==> src/shared/rxcd_pkg.sv <==
package rxcd_pkg;
  // ----------------------------------------------------------------
  // sizes and cell layout
  // ----------------------------------------------------------------
  localparam int         NUM_LINKS   = 8;
  localparam int         NUM_GROUPS  = 4;
  localparam logic [5:0] POS_HEC     = 6'h04;
  localparam logic [5:0] POS_LABEL   = 6'h05;
  localparam logic [5:0] POS_CELL_ID = 6'h06;
  localparam logic [5:0] POS_LAST    = 6'h34;
  localparam logic [7:0] CRC_POLY    = 8'h07;
  localparam logic [7:0] HEC_COSET   = 8'h55;
  localparam logic [31:0] IDLE_HDR   = 32'h00000001;
  localparam logic [31:0] ICP_HDR    = 32'h0000000B;
  localparam logic [7:0] FILL_BYTE   = 8'h6A;
  localparam int         CID_ICP_BIT = 7;

  // ----------------------------------------------------------------
  // register map
  // ----------------------------------------------------------------
  localparam logic [11:0] ADDR_CD_CFG   = 12'h000;
  localparam logic [11:0] ADDR_LCD_THR  = 12'h004;
  localparam logic [11:0] ADDR_FD_CFG   = 12'h008;
  localparam logic [11:0] ADDR_OOF_STAT = 12'h00C;
  localparam logic [11:0] ADDR_OOF_CLR  = 12'h010;
  localparam logic [11:0] ADDR_LABEL0   = 12'h020;
  localparam logic [3:0]  LINK_PAGE     = 4'h1;
  localparam logic [4:0]  OFF_CTRL      = 5'h00;
  localparam logic [4:0]  OFF_PARAM     = 5'h04;
  localparam logic [4:0]  OFF_STATE     = 5'h08;
  localparam logic [4:0]  OFF_IRQ       = 5'h0C;
  localparam logic [4:0]  OFF_ID        = 5'h10;
  localparam logic [4:0]  OFF_OOF_CNT   = 5'h14;
  localparam logic [4:0]  OFF_BAD_CNT   = 5'h18;

  // link control and status bits
  localparam int CTRL_IMA       = 0;
  localparam int CTRL_COSET_OFF = 1;
  localparam int CTRL_CORR      = 2;
  localparam int CTRL_DROP_BAD  = 3;
  localparam int CTRL_IDLE_DROP = 4;
  localparam int CTRL_DESCR     = 5;
  localparam int CTRL_GRP_LSB   = 6;
  localparam int LCD_IRQ_BIT    = 1;
  localparam int LCD_ID_BIT     = 6;

  // reset values
  localparam logic [3:0]  CD_ALPHA_RST = 4'h7;
  localparam logic [3:0]  CD_DELTA_RST = 4'h6;
  localparam logic [15:0] LCD_THR_RST  = 16'h0168;
  localparam logic [3:0]  FD_ALPHA_RST = 4'h2;
  localparam logic [3:0]  FD_BETA_RST  = 4'h2;
  localparam logic [3:0]  FD_GAMMA_RST = 4'h1;
  localparam logic [7:0]  FRAME_M_RST  = 8'h80;

  // ----------------------------------------------------------------
  // types
  // ----------------------------------------------------------------
  typedef enum logic [1:0] {CD_HUNT = 2'b00, CD_PRESYNC = 2'b01, CD_SYNC = 2'b10} rxcd_cd_e;
  typedef enum logic [1:0] {FS_HUNT = 2'b00, FS_PRESYNC = 2'b01, FS_SYNC = 2'b10} rxcd_fs_e;
  typedef enum logic {HEC_CORR = 1'b0, HEC_DETECT = 1'b1} rxcd_hec_e;

  typedef struct packed {
    logic       valid;
    logic [2:0] link;
    logic [7:0] data;
  } rxcd_byte_s;

  typedef struct packed {
    logic        valid;
    logic [2:0]  link;
    logic        hdr;
    logic        filler;
    logic [31:0] data;
  } rxcd_cell_s;

  typedef struct packed {
    rxcd_cd_e    cd;
    logic [5:0]  pos;
    logic [31:0] hdr;
    logic [3:0]  cd_cnt;
    logic [5:0]  hunt_bytes;
    logic [15:0] lcd_cnt;
    rxcd_hec_e   hec;
    logic [42:0] scr;
    logic        drop;
    logic        fill;
    logic [15:0] bad_cnt;
    rxcd_fs_e    fs;
    logic [3:0]  fs_cnt;
    logic [3:0]  inv_cnt;
    logic [3:0]  err_cnt;
    logic [7:0]  cell_cnt;
    logic        icp_cand;
    logic        label_ok;
    logic        oof;
    logic [7:0]  oof_cnt;
    logic        ima_prev;
    logic [4:0]  lat_lid;
    logic [7:0]  lat_m;
  } rxcd_link_s;

  typedef struct packed {
    rxcd_link_s [NUM_LINKS-1:0]        lk;
    logic [NUM_LINKS-1:0][7:0]         ctrl;
    logic [NUM_LINKS-1:0][15:0]        param;
    logic [NUM_GROUPS-1:0][7:0]        label;
    logic [3:0]                        cd_alpha;
    logic [3:0]                        cd_delta;
    logic [15:0]                       lcd_thr;
    logic [3:0]                        fd_alpha;
    logic [3:0]                        fd_beta;
    logic [3:0]                        fd_gamma;
    logic [31:0]                       prdata;
    logic                              perr;
    rxcd_cell_s                        out;
  } rxcd_state_s;
endpackage

==> src/logic/rxcd_top.sv <==
// Design decisions made here: the register decode and the APB interface to the registers.
module rxcd_top
  import rxcd_pkg::*;
(
  input  wire logic        core_clk,
  input  wire logic        resetn,
  input  wire logic        psel,
  input  wire logic        penable,
  input  wire logic        pwrite,
  input  wire logic [11:0] paddr,
  input  wire logic [31:0] pwdata,
  output logic      [31:0] prdata,
  output logic             pready,
  output logic             pslverr,
  input  wire rxcd_byte_s  rx_in,
  output rxcd_cell_s       cell_out
);

  // ----------------------------------------------------------------
  // functions
  // ----------------------------------------------------------------
  function automatic logic [7:0] crc8(input logic [31:0] d);
    logic [7:0] c;
    logic       fb;
    c = 8'h00;
    for (int i = 31; i >= 0; i--) begin
      fb = c[7] ^ d[i];
      c  = {c[6:0], 1'b0} ^ (fb ? CRC_POLY : 8'h00);
    end
    return c;
  endfunction

  // locate the single flipped bit giving this syndrome; bit 6 flags a hit
  function automatic logic [6:0] find_bit(input logic [7:0] syn);
    logic [6:0]  r;
    logic [39:0] e;
    r = 7'h00;
    for (int i = 0; i < 40; i++) begin
      e = 40'h1 << i;
      if ((crc8(e[39:8]) ^ e[7:0]) == syn) begin
        r = {1'b1, 6'(i)};
      end
    end
    return r;
  endfunction

  // self-synchronising x^43+1 descrambler, msb first
  function automatic logic [50:0] descr(input logic [7:0] d, input logic [42:0] s);
    logic [42:0] st;
    logic [7:0]  o;
    st = s;
    o  = 8'h00;
    for (int i = 7; i >= 0; i--) begin
      o[i] = d[i] ^ st[42];
      st   = {st[41:0], d[i]};
    end
    return {st, o};
  endfunction

  // ----------------------------------------------------------------
  // state
  // ----------------------------------------------------------------
  rxcd_state_s s_q;
  rxcd_state_s s_d;
  rxcd_link_s  lk;
  logic [7:0]  ctl;
  logic [7:0]  syn;
  logic        hec_ok;
  logic [6:0]  fix;
  logic [39:0] w40;
  logic [31:0] hdr_c;
  logic        corr;
  logic        bad;
  logic        idle_cell;
  logic [50:0] dsc;
  logic [7:0]  pl_byte;
  logic        ev_valid;
  logic        ev_inv;
  logic        ev_err;
  logic        ev_miss;
  logic [2:0]  li;
  logic [31:0] rd;
  logic        map_ok;
  logic        wr;
  logic        lcd_live;

  always_comb begin
    s_d       = s_q;
    ctl       = 8'h00;
    syn       = 8'h00;
    hec_ok    = 1'b0;
    fix       = 7'h00;
    w40       = 40'h0;
    hdr_c     = 32'h0;
    corr      = 1'b0;
    bad       = 1'b0;
    idle_cell = 1'b0;
    dsc       = 51'h0;
    pl_byte   = 8'h00;
    ev_valid  = 1'b0;
    ev_inv    = 1'b0;
    ev_err    = 1'b0;
    ev_miss   = 1'b0;
    lcd_live  = 1'b0;
    s_d.out.valid  = 1'b0;
    s_d.out.hdr    = 1'b0;
    s_d.out.filler = 1'b0;

    // ----------------------------------------------------------------
    // apb read decode and write
    // ----------------------------------------------------------------
    li     = paddr[7:5];
    rd     = 32'h0;
    map_ok = 1'b1;
    lk     = s_q.lk[li];
    lcd_live = (lk.cd != CD_SYNC) && (lk.lcd_cnt >= s_q.lcd_thr);
    if (paddr[11:8] == LINK_PAGE) begin
      case (paddr[4:0])
        OFF_CTRL:    rd[7:0] = s_q.ctrl[li];
        OFF_PARAM:   rd[15:0] = s_q.param[li];
        OFF_STATE:   rd[3:0] = {lk.fs, lk.cd};
        OFF_IRQ:     rd[LCD_IRQ_BIT] = lcd_live;
        OFF_ID:      rd[7:0] = {1'b0, lcd_live, 1'b0, lk.lat_lid};
        OFF_OOF_CNT: rd[7:0] = lk.oof_cnt;
        OFF_BAD_CNT: rd[15:0] = lk.bad_cnt;
        default:     map_ok = 1'b0;
      endcase
    end else begin
      case (paddr)
        ADDR_CD_CFG:     rd[7:0] = {s_q.cd_delta, s_q.cd_alpha};
        ADDR_LCD_THR:    rd[15:0] = s_q.lcd_thr;
        ADDR_FD_CFG:     rd[11:0] = {s_q.fd_gamma, s_q.fd_beta, s_q.fd_alpha};
        ADDR_OOF_STAT: begin
          for (int i = 0; i < NUM_LINKS; i++) begin
            rd[i] = s_q.lk[i].oof;
          end
        end
        ADDR_OOF_CLR:    rd = 32'h0;
        ADDR_LABEL0,
        ADDR_LABEL0 + 12'h004,
        ADDR_LABEL0 + 12'h008,
        ADDR_LABEL0 + 12'h00C: rd[7:0] = s_q.label[paddr[3:2]];
        default:         map_ok = 1'b0;
      endcase
    end
    if (psel && !penable) begin
      s_d.prdata = map_ok ? rd : 32'h0;
      s_d.perr   = !map_ok;
    end
    wr = psel && penable && pwrite && !s_q.perr;
    if (wr) begin
      if (paddr[11:8] == LINK_PAGE) begin
        if (paddr[4:0] == OFF_CTRL) begin
          s_d.ctrl[li] = pwdata[7:0];
        end
        if (paddr[4:0] == OFF_PARAM) begin
          s_d.param[li] = pwdata[15:0];
        end
      end else begin
        case (paddr)
          ADDR_CD_CFG: begin
            s_d.cd_alpha = pwdata[3:0];
            s_d.cd_delta = pwdata[7:4];
          end
          ADDR_LCD_THR: s_d.lcd_thr = pwdata[15:0];
          ADDR_FD_CFG: begin
            s_d.fd_alpha = pwdata[3:0];
            s_d.fd_beta  = pwdata[7:4];
            s_d.fd_gamma = pwdata[11:8];
          end
          ADDR_OOF_STAT: begin
            for (int i = 0; i < NUM_LINKS; i++) begin
              s_d.lk[i].oof = s_q.lk[i].oof & pwdata[i];
            end
          end
          ADDR_OOF_CLR: begin
            for (int i = 0; i < NUM_LINKS; i++) begin
              if (pwdata[i]) begin
                s_d.lk[i].oof_cnt = 8'h00;
              end
            end
          end
          default: begin
            if (paddr[11:4] == ADDR_LABEL0[11:4]) begin
              s_d.label[paddr[3:2]] = pwdata[7:0];
            end
          end
        endcase
      end
    end

    // ----------------------------------------------------------------
    // ima mode entry: latch link parameters
    // ----------------------------------------------------------------
    for (int i = 0; i < NUM_LINKS; i++) begin
      if (s_q.ctrl[i][CTRL_IMA] && !s_q.lk[i].ima_prev) begin
        s_d.lk[i].lat_lid  = s_q.param[i][4:0];
        s_d.lk[i].lat_m    = s_q.param[i][15:8];
        s_d.lk[i].cell_cnt = 8'h00;
      end
      if (!s_q.ctrl[i][CTRL_IMA]) begin
        s_d.lk[i].fs = FS_HUNT;
      end
      s_d.lk[i].ima_prev = s_q.ctrl[i][CTRL_IMA];
    end

    // ----------------------------------------------------------------
    // per-byte cell processing
    // ----------------------------------------------------------------
    if (rx_in.valid) begin
      lk  = s_d.lk[rx_in.link];
      ctl = s_q.ctrl[rx_in.link];
      w40 = {lk.hdr, rx_in.data};
      syn = crc8(lk.hdr) ^ (ctl[CTRL_COSET_OFF] ? 8'h00 : HEC_COSET) ^ rx_in.data;
      hec_ok = (syn == 8'h00);
      s_d.out.link = rx_in.link;
      if (lk.cd == CD_HUNT) begin
        if (hec_ok) begin
          lk.cd     = CD_PRESYNC;
          lk.pos    = POS_LABEL;
          lk.cd_cnt = 4'h0;
        end else begin
          lk.hunt_bytes = (lk.hunt_bytes == POS_LAST) ? 6'h00 : lk.hunt_bytes + 6'h01;
          if (lk.hunt_bytes == 6'h00 && lk.lcd_cnt != 16'hFFFF) begin
            lk.lcd_cnt = lk.lcd_cnt + 16'h0001;
          end
        end
      end else begin
        if (lk.pos == POS_HEC && lk.cd == CD_PRESYNC) begin
          if (!hec_ok) begin
            lk.cd = CD_HUNT;
          end else if (lk.cd_cnt + 4'h1 >= s_q.cd_delta) begin
            lk.cd      = CD_SYNC;
            lk.cd_cnt  = 4'h0;
            lk.lcd_cnt = 16'h0000;
            lk.hec     = HEC_CORR;
          end else begin
            lk.cd_cnt = lk.cd_cnt + 4'h1;
          end
        end else if (lk.pos == POS_HEC) begin
          fix   = find_bit(syn);
          corr  = !hec_ok && lk.hec == HEC_CORR && ctl[CTRL_CORR] && fix[6];
          hdr_c = corr ? (w40[39:8] ^ 32'((40'h1 << fix[5:0]) >> 8)) : lk.hdr;
          bad   = !hec_ok && !corr;
          lk.hec = hec_ok ? HEC_CORR : HEC_DETECT;
          if (bad) begin
            lk.bad_cnt = lk.bad_cnt + 16'h0001;
          end
          if (hec_ok) begin
            lk.cd_cnt = 4'h0;
          end else if (lk.cd_cnt + 4'h1 >= s_q.cd_alpha) begin
            lk.cd     = CD_HUNT;
            lk.cd_cnt = 4'h0;
          end else begin
            lk.cd_cnt = lk.cd_cnt + 4'h1;
          end
          idle_cell = (hdr_c == IDLE_HDR) || (hdr_c[31:4] == 28'h0 && !hdr_c[0]);
          lk.fill = bad && ctl[CTRL_DROP_BAD] && ctl[CTRL_IMA];
          lk.drop = (bad && ctl[CTRL_DROP_BAD] && !ctl[CTRL_IMA])
                    || (!bad && ctl[CTRL_IDLE_DROP] && idle_cell);
          if (!lk.drop) begin
            s_d.out.valid  = 1'b1;
            s_d.out.hdr    = 1'b1;
            s_d.out.filler = lk.fill;
            s_d.out.data   = lk.fill ? ICP_HDR : hdr_c;
          end
          lk.icp_cand = 1'b0;
          if (ctl[CTRL_IMA]) begin
            if (hdr_c == ICP_HDR && bad) begin
              ev_err      = 1'b1;
              lk.cell_cnt = 8'h00;
            end else if (lk.cell_cnt >= lk.lat_m) begin
              ev_miss     = 1'b1;
              lk.cell_cnt = 8'h00;
            end else begin
              lk.cell_cnt = lk.cell_cnt + 8'h01;
            end
            lk.icp_cand = (hdr_c == ICP_HDR) && !bad;
          end
        end else if (lk.cd == CD_SYNC && lk.pos > POS_HEC) begin
          dsc     = descr(rx_in.data, lk.scr);
          lk.scr  = dsc[50:8];
          pl_byte = ctl[CTRL_DESCR] ? dsc[7:0] : rx_in.data;
          if (!lk.drop) begin
            s_d.out.valid  = 1'b1;
            s_d.out.filler = lk.fill;
            s_d.out.data   = {24'h0, lk.fill ? FILL_BYTE : pl_byte};
          end
          if (lk.pos == POS_LABEL) begin
            lk.label_ok = (pl_byte == s_q.label[ctl[CTRL_GRP_LSB +: 2]]);
          end
          if (lk.pos == POS_CELL_ID && lk.icp_cand && pl_byte[CID_ICP_BIT]) begin
            lk.cell_cnt = 8'h00;
            ev_valid    = lk.label_ok && (pl_byte[4:0] == lk.lat_lid);
            ev_inv      = !ev_valid;
          end
        end
        lk.pos = (lk.pos == POS_LAST) ? 6'h00 : lk.pos + 6'h01;
      end
      lk.hdr = w40[31:0];

      // ----------------------------------------------------------------
      // frame sync machine
      // ----------------------------------------------------------------
      if (ctl[CTRL_IMA]) begin
        case (lk.fs)
          FS_HUNT: begin
            if (ev_valid) begin
              lk.fs     = FS_PRESYNC;
              lk.fs_cnt = 4'h1;
            end
          end
          FS_PRESYNC: begin
            if (ev_err || ev_miss || ev_inv) begin
              lk.fs = FS_HUNT;
            end else if (ev_valid) begin
              if (lk.fs_cnt + 4'h1 >= s_q.fd_gamma) begin
                lk.fs      = FS_SYNC;
                lk.inv_cnt = 4'h0;
                lk.err_cnt = 4'h0;
              end else begin
                lk.fs_cnt = lk.fs_cnt + 4'h1;
              end
            end
          end
          FS_SYNC: begin
            if (ev_valid) begin
              lk.inv_cnt = 4'h0;
              lk.err_cnt = 4'h0;
            end
            if (ev_inv) begin
              lk.inv_cnt = lk.inv_cnt + 4'h1;
            end
            if (ev_err) begin
              lk.err_cnt = lk.err_cnt + 4'h1;
            end
            if (ev_miss || (ev_inv && lk.inv_cnt >= s_q.fd_alpha)
                || (ev_err && lk.err_cnt >= s_q.fd_beta)) begin
              lk.fs      = FS_HUNT;
              lk.oof     = 1'b1;
              lk.oof_cnt = lk.oof_cnt + 8'h01;
            end
          end
          default: lk.fs = FS_HUNT;
        endcase
      end
      s_d.lk[rx_in.link] = lk;
    end
  end

  always_ff @(posedge core_clk or negedge resetn) begin
    if (!resetn) begin
      s_q          <= '0;
      s_q.cd_alpha <= CD_ALPHA_RST;
      s_q.cd_delta <= CD_DELTA_RST;
      s_q.lcd_thr  <= LCD_THR_RST;
      s_q.fd_alpha <= FD_ALPHA_RST;
      s_q.fd_beta  <= FD_BETA_RST;
      s_q.fd_gamma <= FD_GAMMA_RST;
      for (int i = 0; i < NUM_LINKS; i++) begin
        s_q.param[i] <= {FRAME_M_RST, 8'h00};
      end
    end else begin
      s_q <= s_d;
    end
  end

  assign prdata   = s_q.prdata;
  assign pready   = 1'b1;
  assign pslverr  = psel && penable && s_q.perr;
  assign cell_out = s_q.out;
endmodule

==> config.mk <==
export PLATFORM = sky130hd
export DESIGN_NAME = rxcd_top
export DESIGN_NICKNAME = d
export VERILOG_FILES = /design/src/shared/rxcd_pkg.sv /design/src/logic/rxcd_top.sv
export SDC_FILE = /design/constraint.sdc
export NUM_CORES = 2
export LEC_CHECK = 0
export BUFFER_PORTS_ARGS = -buffer_cell sky130_fd_sc_hd__buf_2
export CORE_MARGIN = 1
export CORE_UTILIZATION = 45
export DETAILED_ROUTE_END_ITERATION = 12
export GPL_TIMING_DRIVEN = 1
export PLACE_DENSITY_LB_ADDON = 0.25
export SLEW_MARGIN = 20
export SYNTH_ARGS = -nofsm -noshare
export SYNTH_HDL_FRONTEND = slang
export SYNTH_SLANG_ARGS = --single-unit
==> constraint.sdc <==
create_clock -name core_clk -period 15.38 [get_ports core_clk]
set_clock_uncertainty 0.15 [all_clocks]
set_input_delay 2.307 -clock core_clk [delete_from_list [all_inputs] [get_ports core_clk]]
set_output_delay 2.307 -clock core_clk [all_outputs]
set_load 0.1 [all_outputs]
-- Yosys cells after proc, flatten, opt, wreduce, memory -nomap -nowiden
Cells that the tools add are included.
- flip-flop bits (word level): 1731
- input port bits: 61
- output and inout bits: 72
- word-level logic and storage cells: 791
- $add $sub $neg: 10
- $lt $le $gt $ge: 15
- equality and inequality tests: 73
- shift-type cells: 1
- mux-type cells: 310
- bitwise gates (word level): 86
- reduce and logical (&&, ||, !) cells: 79
- operators by type and width (cell ; number):
    bitwise mux 1400 bit ; 1
    2-to-1 mux 1272 bit ; 1
    binary-select mux 175 bit (select 3 bit) ; 2
    demux 175 bit (select 3 bit) ; 1
    2-to-1 mux 175 bit ; 3
    2-to-1 mux 8 bit ; 45
    2-to-1 mux 7 bit ; 45
    bitwise XOR 8 x 3 -> 8 bit ; 27
    2-to-1 mux 9 bit ; 21
    2-to-1 mux 16 bit ; 9
    bitwise mux 128 bit ; 1
    2-to-1 mux 62 bit ; 2
    == test 8 bit (first input constant) ; 14
    2-to-1 mux 13 bit ; 8
    2-to-1 mux 34 bit ; 3
    2-to-1 mux 33 bit ; 3
    2-to-1 mux 3 bit ; 32
    2-to-1 mux 43 bit ; 2
    == test 7 x 8 -> 1 bit (first input constant) ; 10
    2-to-1 mux 4 bit ; 19
    bitwise mux 64 bit ; 1
    2-to-1 mux 32 bit ; 2
    2-to-1 mux 61 bit ; 1
    2-to-1 mux 1 bit ; 55
    91 further kinds ; 266

-- Longest topological paths before layout
- depth after elaboration: 162
- depth in mapped cells: 39
- mapped depth without buffers: 29

-- Least setup slack after synthesis
No wires, ideal clock.
- path kind: input port to flip-flop
- from: input rx_in[10] (netlist name)
- to: register s_q[1050] (netlist name)
- setup time: 0.144 ns
- data arrival time: 10.551 ns
- data required time: 15.086 ns
- slack: 4.535 ns
- stages on the path: 36
- path buffers: 15
- path through: buf_4 > buf_6 > buf_6 > buf_2 > buf_2 > buf_1 > clkbuf_1 > buf_2 > buf_1 > buf_1 > buf_2 > buf_2 > buf_2 > mux2_2 > a221oi_1 > o21ai_0 > inv_1 > ha_1 > a31oi_1 > o21ai_1 > nor4_1 > and2_0 > clkbuf_1 > nor2_1 > ha_1 > mux2_2 > ha_1 > a21o_1 > a21o_1 > a21oi_1 > and3_1 > a41o_1 > o21ai_1 > buf_2 > a31oi_1 > o31ai_1
- RTL lines (item ; RTL line ; text):
    from (decl) ; rxcd_top.sv:15 ; input wire rxcd_byte_s rx_in,
    to (decl) ; rxcd_top.sv:63 ; rxcd_state_s s_q;

==> reports/results.ini <==
[run_status]
status = completed

[cts]
cts_tree = yes
cts_hold_buf = 0
htree_levels = 4
cts_resized = 0
cts.clk_slew.worst_paths_ns = 0.06
cts_made_buffers = 185
cts_root_buffer = clkbuf_16
cts_sinks = 1715
cts_buffer_depth = 3
clk_latency_ns = 0.85
post-cts-setup-buffers = 0

[layout]
area_delta_synth_final_pct = 10.1
num-nets-final = 8567
postLayoutCellArea_sq_um = 92700
multiInputGateArea_sq_um = 38000
fill_cells = 17000
layout_common_cells = nand2_1 (1713), dfrtp_1 (1695), o21ai_0 (1115), a22oi_1 (534), nor2_1 (379)
regArea_sq_um = 42900
final_common_cell = nand2_1
drive_above_1_share_pct = 12.8

[synthesis]
syn_area_sq_um = 84200
netlist-cell-type-count = 112
synth_simple_gate_area_share_pct = 13.8
synth_xor_area_share_pct = 2.21
yosys_most_used_dff = dfrtp_1
synth_adder_area_share_pct = 0.921
synthMuxAreaShare_pct = 8.15
synth-edff-count = 0
ys_warn_count = 0
postSynthCellCount = 8715
synth_top_family_by_area = compound AO/OA/AOI/OAI gates
synth_seq_cells = 1715
synth_compound_area_share_pct = 19.6
synth.avg_cell_area_sq_um = 9.67
async_flop_share_pct = 100
ys_seq_area_share_pct = 51.0

[floorplan]
die_h_um = 435
ios = 133
row_count = 158
core_sq_um = 186000
die-width_um = 435
die-area_sq_um = 189000
start_util_pct = 45.4

[setup_path]
cp_slowest_stage_delay_ns = 0.80
cp-end-kind = flip-flop
cp_slowest_cell = nand3_1
worstSetupPathType = in2reg
cp_max_fo = 64
cp.arrival_ns = 13.65
crit_required_ns = 15.91
startpoint_type = input port

[global_route]
grt_pass1_vias = 67600
grt_util_all_layers_pct = 31.4
antenna_found_initial = 8
use_met2_pct = 48.5
met1_usage_pct = 42.5
gr-total-overflow = 0
grt_pass1_wl_um = 445000
use_met3_pct = 6.96
grt_max_degree = 178
busiest_layer = met2

[timing]
hold_viol = 0
timing.setup.tns_ns = 0
fmax_mhz = 76.2
period_needed_ns = 13.12
slew_viol_final = 0
setup_violations = 0
slew_headroom_pct = 12.9
worstMarginPinSlew_ns = 1.31
hold_ws_ns = 0.325
rsz0062_at_grt = no
post-route-period-util_pct = 85.3

[pwr]
comb_power_share_pct = 38.7
intPower_w = 0.00956
vdd_ir_drop_max_uv = 436
pwr-share-seq_pct = 32.4
clockPowerShare_pct = 28.9
power_w = 0.0159
p_sw_w = 0.00631
p_sw_share_pct = 39.8
power.density_nw_per_um2 = 171
leakage_nw = 40.9

[route]
firstDrtPassIters = 8
via_per_inst = 6.32
vias = 70000
dr.first_iter.drc_count = 8589
avgRoutedWirePerCell_um = 27.0
wirelength_um = 299000
ant_nets = 0
post-route-drc-count = 0

[place]
place_area_sq_um = 86500
numPortBuffers = 99
place.gp.congestion = 0.930
hpwl_um = 184000

[hold_path]
min_path_type = reg2reg

[job]
maxCapViolCount = 0

==> power groups by stage <==
stage	Clock, W	Sequential (W)	Combinational [W]
after CTS	0.00462	0.00513	0.00605
after detailed placement	0	0.00521	0.00603
after global placement	0	0.00519	0.00603
final	0.00458	0.00514	0.00615
after global routing	0.00480	0.00518	0.00661
after floorplan	0	0.00515	0.00448
==> critical path, delay by kind of cell <==
kind            cells  cell delay, ns
buf+inv             3            0.98
simple gates        7            3.18
fa+ha+maj           1            0.27
compound gates     15            4.47
mux                 1            0.39
xor+xnor            4            1.90
==> synth_stat cells, drive strengths merged (15+ instances only) <==
| cell | number | share of area (%) |
|---|---|---|
| or3 | 16 | 0.12 |
| nand2b | 39 | 0.29 |
| xnor2 | 102 | 1.2 |
| mux4 | 48 | 1.3 |
| a31oi | 88 | 0.66 |
| and2 | 20 | 0.15 |
| a221oi | 126 | 1.3 |
| and4 | 29 | 0.30 |
| o22ai | 54 | 0.40 |
| o31ai | 67 | 0.60 |
| xnor3 | 15 | 0.40 |
| nor3 | 69 | 0.43 |
| nand3 | 151 | 0.90 |
| nor2b | 29 | 0.22 |
| nor4 | 32 | 0.29 |
| a21o | 26 | 0.23 |
| buf | 226 | 1.5 |
| a221o | 32 | 0.38 |
| dfstp | 20 | 0.62 |
| nor2 | 392 | 1.8 |
| o21ai | 1125 | 6.7 |
| a22oi | 535 | 4.8 |
| a21oi | 342 | 2.0 |
| a211oi | 18 | 0.17 |
| and3 | 71 | 0.53 |
| dfrtp | 1695 | 50 |
| inv | 93 | 0.41 |
| nand4 | 93 | 0.70 |
| clkbuf | 537 | 2.4 |
| ha | 62 | 0.92 |
| xor2 | 51 | 0.55 |
| a22o | 70 | 0.73 |
| mux2i | 167 | 2.1 |
| nand2 | 1722 | 7.7 |
| mux2 | 357 | 4.8 |
==> layout make-up <==
type                            instances  area share [%]
Inverter                               93           0.378
Tap cell                             2480            3.35
Timing Repair Buffer                  290            2.25
Multi-Input combinational cell       6159            41.0
Clock inverter                         56           0.769
Antenna cell                            6          0.0162
Clock buffer                          279            5.94
Sequential cell                      1715            46.3
==> path summary, 6_finish.rpt <==
path                           start            to  slack, ns  depth (start not counted)
max                         rx_in[8]     s_q[1223]       2.26                         31
min                         s_q[816]      s_q[816]       0.32                          2
max reg2reg                s_q[1539]     s_q[1223]       4.84                         29
min reg2reg                 s_q[816]      s_q[816]       0.32                          2
max in group asynchronous     resetn      s_q[863]      10.62                          4
min in group asynchronous     resetn  cell_out[25]       1.22                          1
==> through the flow <==
step           utilization [%]  std cells  worst slack [ns]
5_1_grt                   50.0      11100              1.71
3_3_place_gp              46.6      10700              1.77
3_5_place_dp              46.6      10700              1.67
6_report                  50.0      11100              2.26
2_1_floorplan                -       8730              4.53
4_1_cts                   49.9      11100              2.54
==> layer usage <==
| metal | share of wire (%) | vias up | wire (um) |
|---|---|---|---|
| met1 | 41 | 35100 | 123000 |
| met3 | 9.6 | 741 | 28800 |
| met5 | 0.013 | - | 40 |
| li1 | - | 30600 | - |
| met4 | 4.4 | 6 | 13200 |
| met2 | 45 | 3609 | 134000 |
==> logic make-up (layout without fill, tap and decap cells) <==
logic type / Yosys count / in the layout
xor+xnor: 171 / 171
buf+inv: 856 / 718
flops: 1715 / 1715
mux: 572 / 572
simple gates: 2714 / 2714
compound gates: 2623 / 2623
other cells: 2 / 23
fa+ha+maj: 62 / 62
==> state kept, by name (all words and copies together), names as in the netlist <==
| register | cells |
|---|---|
| prdata | 16 |
| cell_out | 38 |
| s_q | 1661 |
Power figures use the tool's default switching activity.
